**config.mk**
```make
export PLATFORM = sky130hd
export DESIGN_NAME = rtc_control_and_interrupt
export DESIGN_NICKNAME = d
export VERILOG_FILES = /design/src/rtc_irq_pkg.sv /design/src/rtc_control_and_interrupt.sv
export SDC_FILE = /design/constraint.sdc
export NUM_CORES = 1
export LEC_CHECK = 0
export ABC_CLOCK_PERIOD_IN_PS = 4650
export BUFFER_PORTS_ARGS = -buffer_cell sky130_fd_sc_hd__buf_2
export CAP_MARGIN = 15
export CELL_PAD_IN_SITES_DETAIL_PLACEMENT = 1
export CELL_PAD_IN_SITES_GLOBAL_PLACEMENT = 2
export CORE_UTILIZATION = 34
export CTS_BUF_LIST = sky130_fd_sc_hd__clkbuf_4 sky130_fd_sc_hd__clkbuf_8 sky130_fd_sc_hd__clkbuf_16
export DETAILED_ROUTE_END_ITERATION = 8
export PLACE_DENSITY_LB_ADDON = 0.1
export SLEW_MARGIN = 25
export SYNTH_ARGS = -nofsm -noshare
export SYNTH_HDL_FRONTEND = slang
export SYNTH_SLANG_ARGS = --single-unit
export TNS_END_PERCENT = 30
```
**constraint.sdc**
```tcl
create_clock -name core_clk -period 4.65 [get_ports core_clk]
set_input_delay 0.2325 -clock core_clk [delete_from_list [all_inputs] [get_ports core_clk]]
set_output_delay 0.2325 -clock core_clk [all_outputs]
set_load 0.02 [all_outputs]
```
**src/rtc_irq_pkg.sv**
```systemverilog
`default_nettype none
package rtc_irq_pkg;
   // ----------------------------------------
   // Register map, word index and byte address
   // ----------------------------------------
   localparam logic [3:0] IDX_CONTROL_ONE  = 4'h0;
   localparam logic [3:0] IDX_CONTROL_TWO  = 4'h1;
   localparam logic [3:0] IDX_TIMER_CTRL   = 4'hE;
   localparam logic [3:0] IDX_TIMER_VALUE  = 4'hF;
   localparam int         ADDR_W           = 6;
   localparam int         ADDR_LSB         = 2;

   // ----------------------------------------
   // Field positions
   // ----------------------------------------
   localparam int BIT_EXT_TEST      = 7;
   localparam int BIT_HALT          = 5;
   localparam int BIT_POR_OVERRIDE  = 3;
   localparam int BIT_PULSE_MODE    = 4;
   localparam int BIT_ALARM_FLAG    = 3;
   localparam int BIT_COUNT_FLAG    = 2;
   localparam int BIT_ALARM_IE      = 1;
   localparam int BIT_COUNT_IE      = 0;
   localparam int BIT_TIMER_ENABLE  = 7;

   // ----------------------------------------
   // Reset values
   // ----------------------------------------
   localparam logic       RST_EXT_TEST     = 1'b0;
   localparam logic       RST_HALT         = 1'b0;
   localparam logic       RST_POR_OVERRIDE = 1'b1;
   localparam logic [1:0] RST_TIMER_SRC    = 2'h3;
   localparam logic [7:0] RST_COUNT_VALUE  = 8'h00;

   // ----------------------------------------
   // Bus answers
   // ----------------------------------------
   localparam logic [1:0] RESP_OKAY   = 2'h0;
   localparam logic [1:0] RESP_DECERR = 2'h3;

   // ----------------------------------------
   // Divider chain, counted in crystal edges
   // ----------------------------------------
   localparam int         CRYSTAL_HZ   = 32768;
   localparam int         DIV_W        = 15;
   localparam logic [DIV_W-1:0] DIV_MASK_4096 = DIV_W'(CRYSTAL_HZ / 4096 - 1);
   localparam logic [DIV_W-1:0] DIV_MASK_64   = DIV_W'(CRYSTAL_HZ / 64 - 1);
   localparam logic [DIV_W-1:0] DIV_MASK_1    = DIV_W'(CRYSTAL_HZ - 1);
   localparam logic [5:0] SECONDS_PER_MIN_M1  = 6'h3B;

   typedef enum logic [1:0] {
      SRC_4096, SRC_64, SRC_1, SRC_SIXTIETH
   } timer_src_t;

   // ----------------------------------------
   // Pulse widths in crystal edges
   // ----------------------------------------
   localparam int PW_W = 10;
   localparam logic [PW_W-1:0] PW_4096_SHORT = PW_W'(CRYSTAL_HZ / 8192);
   localparam logic [PW_W-1:0] PW_4096_LONG  = PW_W'(CRYSTAL_HZ / 4096);
   localparam logic [PW_W-1:0] PW_64_SHORT   = PW_W'(CRYSTAL_HZ / 128);
   localparam logic [PW_W-1:0] PW_64_LONG    = PW_W'(CRYSTAL_HZ / 64);
   localparam logic [PW_W-1:0] PW_SLOW       = PW_W'(CRYSTAL_HZ / 64);
endpackage
`default_nettype wire

```
**src/rtc_control_and_interrupt.sv**
```systemverilog
// Notes on behaviour
// Control one bit 7 selects external clock test mode; resets to normal.
// Halt bit 5 clears the divider chain and stops the time base.
// Crystal rate square wave stays available while the time base is halted.
// Control one bit 3 enables power-on-reset override; resets to one.
// Host writes zero to every reserved bit of both control registers.
// Level mode: interrupt follows countdown flag, gated by its enable.
// Pulse mode: countdown event gives a gated pulse instead of a level.
// Alarm flag with alarm enable holds interrupt asserted, even in pulse mode.
// Alarm match sets alarm flag, control two bit 3.
// Countdown end sets countdown flag, control two bit 2.
// Both flags stay set until the host overwrites them.
// Control two write ANDs each flag with the written bit.
// Host reads both flags to tell which source interrupted.
// Bit 1 gates the alarm flag, bit 0 the countdown flag.
// Interrupt is the OR of both enabled conditions.
// Pulse width follows source clock and loaded value per table.
// In pulse mode flag and interrupt assert in the same cycle.
// Countdown timer does not run while its loaded value is zero.
// Interrupt output is open drain, asserted low.
// Countdown value and source select live in timer registers.
// An event in the same cycle as a clearing write keeps the flag set.
`default_nettype none
module rtc_control_and_interrupt
   import rtc_irq_pkg::*;
(
   input  wire  logic              core_clk,
   input  wire  logic              reset,
   input  wire  logic              clk_en,
   input  wire  logic [ADDR_W-1:0] awaddr,
   input  wire  logic              awvalid,
   output logic                    awready,
   input  wire  logic [31:0]       wdata,
   input  wire  logic [3:0]        wstrb,
   input  wire  logic              wvalid,
   output logic                    wready,
   output logic [1:0]              bresp,
   output logic                    bvalid,
   input  wire  logic              bready,
   input  wire  logic [ADDR_W-1:0] araddr,
   input  wire  logic              arvalid,
   output logic                    arready,
   output logic [31:0]             rdata,
   output logic [1:0]              rresp,
   output logic                    rvalid,
   input  wire  logic              rready,
   input  wire  logic              crystal_pin,
   input  wire  logic              alarm_match,
   output logic                    square_wave_out,
   output logic                    irq_pin_out,
   output logic                    irq_pin_oe,
   output logic                    ext_clock_test_select,
   output logic                    por_override_enable,
   output logic                    divider_halted
);
   // ----------------------------------------
   // Register state
   // ----------------------------------------
   logic             halt;
   logic             countdown_irq_pulse_mode;
   logic             alarm_flag;
   logic             countdown_flag;
   logic             alarm_irq_enable;
   logic             countdown_irq_enable;
   logic             timer_enable;
   timer_src_t       timer_src;
   logic [7:0]       countdown_value;

   // ----------------------------------------
   // Bus slave
   // ----------------------------------------
   logic [ADDR_W-1:0] aw_addr;
   logic              aw_held;
   logic [7:0]        w_byte;
   logic              w_lane;
   logic              w_held;
   logic              wr_fire;
   logic [3:0]        wr_index;
   logic [3:0]        rd_index;
   logic              wr_mapped;
   logic              rd_mapped;
   logic [7:0]        next_rdata;

   assign awready  = !aw_held && !bvalid;
   assign wready   = !w_held && !bvalid;
   assign arready  = !rvalid;
   assign wr_fire  = clk_en && aw_held && w_held && !bvalid;
   assign wr_index = aw_addr[ADDR_LSB +: 4];
   assign rd_index = araddr[ADDR_LSB +: 4];
   assign wr_mapped = (wr_index == IDX_CONTROL_ONE) || (wr_index == IDX_CONTROL_TWO)
                   || (wr_index == IDX_TIMER_CTRL) || (wr_index == IDX_TIMER_VALUE);
   assign rd_mapped = (rd_index == IDX_CONTROL_ONE) || (rd_index == IDX_CONTROL_TWO)
                   || (rd_index == IDX_TIMER_CTRL) || (rd_index == IDX_TIMER_VALUE);

   // Address and data may arrive in either order
   always_ff @(posedge core_clk) begin
      if (reset) begin
         aw_held <= 1'b0;
         w_held  <= 1'b0;
         aw_addr <= '0;
         w_byte  <= 8'h00;
         w_lane  <= 1'b0;
      end else if (clk_en) begin
         if (awvalid && awready) begin
            aw_held <= 1'b1;
            aw_addr <= awaddr;
         end else if (wr_fire) begin
            aw_held <= 1'b0;
         end
         if (wvalid && wready) begin
            w_held <= 1'b1;
            w_byte <= wdata[7:0];
            w_lane <= wstrb[0];
         end else if (wr_fire) begin
            w_held <= 1'b0;
         end
      end
   end

   always_ff @(posedge core_clk) begin
      if (reset) begin
         bvalid <= 1'b0;
         bresp  <= RESP_OKAY;
      end else if (clk_en) begin
         if (wr_fire) begin
            bvalid <= 1'b1;
            bresp  <= wr_mapped ? RESP_OKAY : RESP_DECERR;
         end else if (bready) begin
            bvalid <= 1'b0;
         end
      end
   end

   // Reserved bits read as zero, whatever the host wrote
   always_comb begin
      next_rdata = 8'h00;
      unique case (rd_index)
         IDX_CONTROL_ONE: begin
            next_rdata[BIT_EXT_TEST]     = ext_clock_test_select;
            next_rdata[BIT_HALT]         = halt;
            next_rdata[BIT_POR_OVERRIDE] = por_override_enable;
         end
         IDX_CONTROL_TWO: begin
            next_rdata[BIT_PULSE_MODE] = countdown_irq_pulse_mode;
            next_rdata[BIT_ALARM_FLAG] = alarm_flag;
            next_rdata[BIT_COUNT_FLAG] = countdown_flag;
            next_rdata[BIT_ALARM_IE]   = alarm_irq_enable;
            next_rdata[BIT_COUNT_IE]   = countdown_irq_enable;
         end
         IDX_TIMER_CTRL: begin
            next_rdata[BIT_TIMER_ENABLE] = timer_enable;
            next_rdata[1:0]              = timer_src;
         end
         IDX_TIMER_VALUE: next_rdata = countdown_value;
         default:         next_rdata = 8'h00;
      endcase
   end

   always_ff @(posedge core_clk) begin
      if (reset) begin
         rvalid <= 1'b0;
         rdata  <= '0;
         rresp  <= RESP_OKAY;
      end else if (clk_en) begin
         if (arvalid && arready) begin
            rvalid <= 1'b1;
            rdata  <= {24'h000000, next_rdata};
            rresp  <= rd_mapped ? RESP_OKAY : RESP_DECERR;
         end else if (rready) begin
            rvalid <= 1'b0;
         end
      end
   end

   // ----------------------------------------
   // Control registers
   // ----------------------------------------
   logic wr_one;
   logic wr_two;
   logic wr_tctrl;
   logic wr_tvalue;

   assign wr_one    = wr_fire && w_lane && (wr_index == IDX_CONTROL_ONE);
   assign wr_two    = wr_fire && w_lane && (wr_index == IDX_CONTROL_TWO);
   assign wr_tctrl  = wr_fire && w_lane && (wr_index == IDX_TIMER_CTRL);
   assign wr_tvalue = wr_fire && w_lane && (wr_index == IDX_TIMER_VALUE);

   always_ff @(posedge core_clk) begin
      if (reset) begin
         ext_clock_test_select <= RST_EXT_TEST;
         halt                  <= RST_HALT;
         por_override_enable   <= RST_POR_OVERRIDE;
      end else if (wr_one) begin
         ext_clock_test_select <= w_byte[BIT_EXT_TEST];
         halt                  <= w_byte[BIT_HALT];
         por_override_enable   <= w_byte[BIT_POR_OVERRIDE];
      end
   end

   always_ff @(posedge core_clk) begin
      if (reset) begin
         countdown_irq_pulse_mode <= 1'b0;
         alarm_irq_enable         <= 1'b0;
         countdown_irq_enable     <= 1'b0;
      end else if (wr_two) begin
         countdown_irq_pulse_mode <= w_byte[BIT_PULSE_MODE];
         alarm_irq_enable         <= w_byte[BIT_ALARM_IE];
         countdown_irq_enable     <= w_byte[BIT_COUNT_IE];
      end
   end

   always_ff @(posedge core_clk) begin
      if (reset) begin
         timer_enable    <= 1'b0;
         timer_src       <= timer_src_t'(RST_TIMER_SRC);
         countdown_value <= RST_COUNT_VALUE;
      end else begin
         if (wr_tctrl) begin
            timer_enable <= w_byte[BIT_TIMER_ENABLE];
            timer_src    <= timer_src_t'(w_byte[1:0]);
         end
         if (wr_tvalue) begin
            countdown_value <= w_byte;
         end
      end
   end

   // ----------------------------------------
   // Crystal input and divider chain
   // ----------------------------------------
   logic             xtal_s1;
   logic             xtal_s2;
   logic             xtal_s3;
   logic             xtal_edge;
   logic [DIV_W-1:0] div_count;
   logic [5:0]       sec_count;
   logic             src_tick;

   always_ff @(posedge core_clk) begin
      if (reset) begin
         xtal_s1 <= 1'b0;
         xtal_s2 <= 1'b0;
         xtal_s3 <= 1'b0;
      end else if (clk_en) begin
         xtal_s1 <= crystal_pin;
         xtal_s2 <= xtal_s1;
         xtal_s3 <= xtal_s2;
      end
   end
   assign xtal_edge = clk_en && xtal_s2 && !xtal_s3;

   // Square wave bypasses the divider, so halting never silences it
   always_ff @(posedge core_clk) begin
      if (reset) begin
         square_wave_out <= 1'b0;
      end else if (clk_en) begin
         square_wave_out <= xtal_s2;
      end
   end

   // Held at zero for the whole halt, not just once
   always_ff @(posedge core_clk) begin
      if (reset || (halt && clk_en)) begin
         div_count <= '0;
         sec_count <= 6'h00;
      end else if (xtal_edge) begin
         div_count <= div_count + DIV_W'(1);
         if (div_count == DIV_MASK_1) begin
            sec_count <= (sec_count == SECONDS_PER_MIN_M1) ? 6'h00 : sec_count + 6'h01;
         end
      end
   end
   assign divider_halted = halt;

   always_comb begin
      unique case (timer_src)
         SRC_4096:     src_tick = (div_count & DIV_MASK_4096) == DIV_MASK_4096;
         SRC_64:       src_tick = (div_count & DIV_MASK_64) == DIV_MASK_64;
         SRC_1:        src_tick = div_count == DIV_MASK_1;
         SRC_SIXTIETH: src_tick = div_count == DIV_MASK_1 && sec_count == SECONDS_PER_MIN_M1;
      endcase
   end

   // ----------------------------------------
   // Countdown timer
   // ----------------------------------------
   logic [7:0] timer_count;
   logic       countdown_event;
   logic       timer_runs;

   assign timer_runs      = timer_enable && !halt && (countdown_value != 8'h00);
   assign countdown_event = timer_runs && xtal_edge && src_tick && timer_count <= 8'h01;

   always_ff @(posedge core_clk) begin
      if (reset) begin
         timer_count <= RST_COUNT_VALUE;
      end else if (wr_tvalue) begin
         timer_count <= w_byte;
      end else if (timer_runs && xtal_edge && src_tick) begin
         timer_count <= (timer_count <= 8'h01) ? countdown_value : timer_count - 8'h01;
      end
   end

   // ----------------------------------------
   // Flags, set wins over a clearing write
   // ----------------------------------------
   logic alarm_set;

   assign alarm_set = clk_en && alarm_match;

   always_ff @(posedge core_clk) begin
      if (reset) begin
         alarm_flag     <= 1'b0;
         countdown_flag <= 1'b0;
      end else begin
         if (alarm_set) begin
            alarm_flag <= 1'b1;
         end else if (wr_two) begin
            alarm_flag <= alarm_flag & w_byte[BIT_ALARM_FLAG];
         end
         if (countdown_event) begin
            countdown_flag <= 1'b1;
         end else if (wr_two) begin
            countdown_flag <= countdown_flag & w_byte[BIT_COUNT_FLAG];
         end
      end
   end

   // ----------------------------------------
   // Pulse generator and interrupt pin
   // ----------------------------------------
   logic [PW_W-1:0] pulse_left;
   logic [PW_W-1:0] next_width;
   logic            pulse_active;
   logic            irq_active;

   always_comb begin
      unique case (timer_src)
         SRC_4096: next_width = (countdown_value == 8'h01) ? PW_4096_SHORT : PW_4096_LONG;
         SRC_64:   next_width = (countdown_value == 8'h01) ? PW_64_SHORT : PW_64_LONG;
         default:  next_width = PW_SLOW;
      endcase
   end

   // Width counted in crystal edges, so it tracks the source clock
   always_ff @(posedge core_clk) begin
      if (reset) begin
         pulse_left <= '0;
      end else if (countdown_event) begin
         pulse_left <= next_width;
      end else if (xtal_edge && pulse_left != '0) begin
         pulse_left <= pulse_left - PW_W'(1);
      end
   end
   assign pulse_active = pulse_left != '0;

   assign irq_active = (alarm_flag && alarm_irq_enable)
                    || (countdown_irq_enable
                        && (countdown_irq_pulse_mode ? pulse_active
                                                     : countdown_flag));
   // Open drain: only ever pulls low
   assign irq_pin_out = 1'b0;
   assign irq_pin_oe  = irq_active;
endmodule
`default_nettype wire

```
==> out/qor.yml <==
outcome:
  status: "finished, final reports clean"
floorplan:
  core_area_um2: 12600
  core.rowCount: 41
  start_util_pct: 34.9
  die_x_um: 116
  dieArea_um2: 13400
  ios: 105
  die_h_um: 116
logic_synthesis:
  synth.area.top_cells: "dfxtp_1, nor2_1, mux2i_1"
  yosysTopAreaCellShare_pct: 40.0
  syn_area_um2: 4400
  syn_inst: 519
  post-synth-top-area-cell: "dfxtp_1"
  synth_seq_cells: 88
  synthFlopType: "dfxtp_1"
  synth-edff-count: 0
  yosysSeqAreaShare_pct: 40.0
  syn_area_per_cell_um2: 8.48
  synth_warnings: 0
  synth.distinct_cells: 61
  async_flop_share_pct: 0
sta:
  fmax_mhz: 362
  min_period_ps: 2760
  worst_pin_slew_ps: 949
  fin_setup_tns_ps: 0
  slew_headroom_pct: 36.5
  rsz0062_at_grt: "false"
  clock_skew_ps: 5.05
  fin_crit_sh_pct: 59.4
  drv_slew: 0
  setup_viol: 0
  finalHoldViolations: 0
  finalWorstSetupSlack_ps: 1890
cells_and_area:
  syn_to_final_growth_pct: 12.5
  fin_nets: 617
  num_antenna_cells: 0
  final_common_cell: "dfxtp_1"
  nFillCells: 1577
  layout_common_cells: "dfxtp_1, nor2_1, nand2_1"
  drive_gt1_share_pct: 14.9
critical_path:
  timing.rr.end: "pulse_left[2]$_SDFFE_PP0P_"
  reg2reg_from: "div_count[0]$_SDFFE_PP0P_"
  worst-setup-path-type: "register to register"
  path_depth: 10
  worst_setup_path_start_kind: "register"
  reg2reg_slack_ps: 1890
  ff2ff_path_depth: 10
  cpLargestDelayFamily: "simple AND/OR/NAND/NOR gates"
  worstPathRequired_ps: 4930
  crit_end: "pulse_left[2]$_SDFFE_PP0P_"
  cp-startpoint: "div_count[0]$_SDFFE_PP0P_"
  cp_slowest_cell: "nor3_2"
  max_stage_delay_ps: 760
  crit_buf_inv: 1
  cp-end-kind: "register"
  arrival_ps: 3040
  cp_cell_sequence: "ha_1 -> nand3_1 -> nor2_1 -> ha_1 -> inv_1 -> o21ai_1 -> o2bb2ai_4 -> nor3_2 -> mux2_1 -> nor2_1"
  cp_max_fo: 13
cts:
  post-cts-setup-buffer-count: 0
  clk_pin_slew_ps: 60
  numCtsBuffers: 9
  insertion_delay_ps: 350
  cts.sinks: 88
  root_buffer: "clkbuf_16"
  clock_path_buffers: 2
  htreeDepth: 3
  hold_buffers: 0
  cts_tree: "built"
  cts_resized: 0
grt:
  grt_pass1_wl_mm: 17.9
  grt.total_usage_pct: 17.6
  grt-ovfl-total: 0
  grt_pass1_vias: 3544
  antenna_found_initial: 0
  grt_max_degree: 69
placed_design:
  gp_congestion: 0.732
  port_buffers: 48
  place_ws_ps: 1840
  hpwl_mm: 8.02
min_path:
  hold_class: "input port to register"
route:
  wl_per_cell_um: 15.3
  firstDrtPassIters: 4
  ant_nets: 0
  drc: 0
  drtIter0Drc: 149
  routed_via_density: 4.98
  vias: 3627
  wirelength_mm: 11.1
pwr:
  vdd_drop_max_uv: 223
  power_frac_seq_pct: 49.2
  leakagePower_nw: 2.02
  comb_power_share_pct: 6.3
  power_density_nw_per_um2: 320
  p_int_w: 0.00120
  p_clk_share_pct: 44.5
  switching_share_pct: 24.2
  switching_power_w: 0.000382
job:
  cap_violations: 0
## worst min-delay path, delay by kind of cell
family                 cells  cell delay [ps]
buffers and inverters      1               80
multiplexers               1               60
AND/OR/NAND/NOR            1               70
## final cells by class
| cell class | count | area [um2] | share of cell area, % |
|---|---|---|---|
| multi-input cells | 394 | 2400 | 48.4 |
| flip-flops and latches | 88 | 1760 | 35.6 |
| clock buffers | 12 | 267 | 5.38 |
| repair buffers | 49 | 248 | 5.00 |
| well taps | 172 | 215 | 4.34 |
| inverters | 10 | 37.5 | 0.758 |
| clock inverters | 4 | 27.5 | 0.556 |
## routing by layer
layer	global-route usage [%]	part of all wire (%)	wire (um)	up-vias
li1	-	-	-	1813
met1	22.3	48	5370	1754
met2	29.4	47	5290	51
met3	4.55	3.3	363	9
met4	5.13	0.97	108	0
met5	0	0	0	-
## kinds of logic (layout without fill, tap and decap cells)
logic type	after synthesis	after routing	share of synthesized area [%]
AOI/OAI and AO/OA	86	86	13.2
and+or+nand+nor	224	224	25.9
adders and majority gates	7	7	1.99
buffers and inverters	61	75	7.67
other	1	25	0.0852
muxes	25	25	5.74
DFF	88	88	40.0
xor gates and xnor gates	27	27	5.37
## sequential cells by signal, indices dropped and copies added, names as in the netlist, 2 cells and up
| name | flops |
|---|---|
| div_count | 15 |
| rdata | 8 |
| timer_src | 2 |
| aw_addr | 4 |
| timer_count | 8 |
| sec_count | 6 |
| w_byte | 8 |
| pulse_left | 10 |
| countdown_value | 8 |
## stage by stage
step           instance area, um2  std cells  hold WS (ps)  util (%)  total power (W)
5_1_grt                      4950        729           125      39.3          0.00165
4_1_cts                      4950        729           110      39.2          0.00161
2_1_floorplan                4490        543           322         -         0.000878
6_report                     4950        729           123      39.3          0.00158
3_5_place_dp                 4660        713           453      36.9         0.000895
3_3_place_gp                 4660        713           440      36.9         0.000894
## worst min-delay path by stage
| stage | startpoint | endpoint | cells after the start | slack [ps] |
|---|---|---|---|---|
| finish | awaddr[4] | aw_addr[4]$_SDFFE_PP0P_ | 3 | 120 |
| global route | wdata[6] | w_byte[6]$_SDFFE_PP0P_ | 3 | 120 |
| CTS | awaddr[4] | aw_addr[4]$_SDFFE_PP0P_ | 3 | 110 |
| detailed placement | rdata[6]$_SDFFE_PP0P_ | rdata[6]$_SDFFE_PP0P_ | 2 | 450 |
| global placement | rdata[6]$_SDFFE_PP0P_ | rdata[6]$_SDFFE_PP0P_ | 2 | 440 |
| floorplan | reset | pulse_left[1]$_SDFFE_PP0P_ | 1 | 320 |
## Yosys cell counts (4+ instances only)
library cell / number
nor4_1: 4
o21ai_0: 4
and3_1: 6
nor2b_1: 4
a211oi_1: 7
nor2_1: 78
clkbuf_1: 16
nor3b_1: 4
mux2i_1: 23
nand4_1: 9
dfxtp_1: 88
nand3_1: 18
inv_1: 10
o21a_1: 4
xor2_1: 15
nand2_1: 58
nor3_1: 16
buf_4: 28
a22o_1: 7
ha_1: 7
buf_1: 4
a21oi_1: 41
xnor2_1: 12
## power groups by stage
stage / Clock (W) / Sequential [W] / Combinational, W
after floorplan: 0 / 0.000797 / 0.0000817
after global placement: 0 / 0.000795 / 0.0000983
after detailed placement: 0 / 0.000796 / 0.0000996
after CTS: 0.000734 / 0.000779 / 0.0000998
after global routing: 0.000762 / 0.000780 / 0.000110
final: 0.000705 / 0.000779 / 0.0000994
No activity file was read; power rests on OpenSTA's default activity.
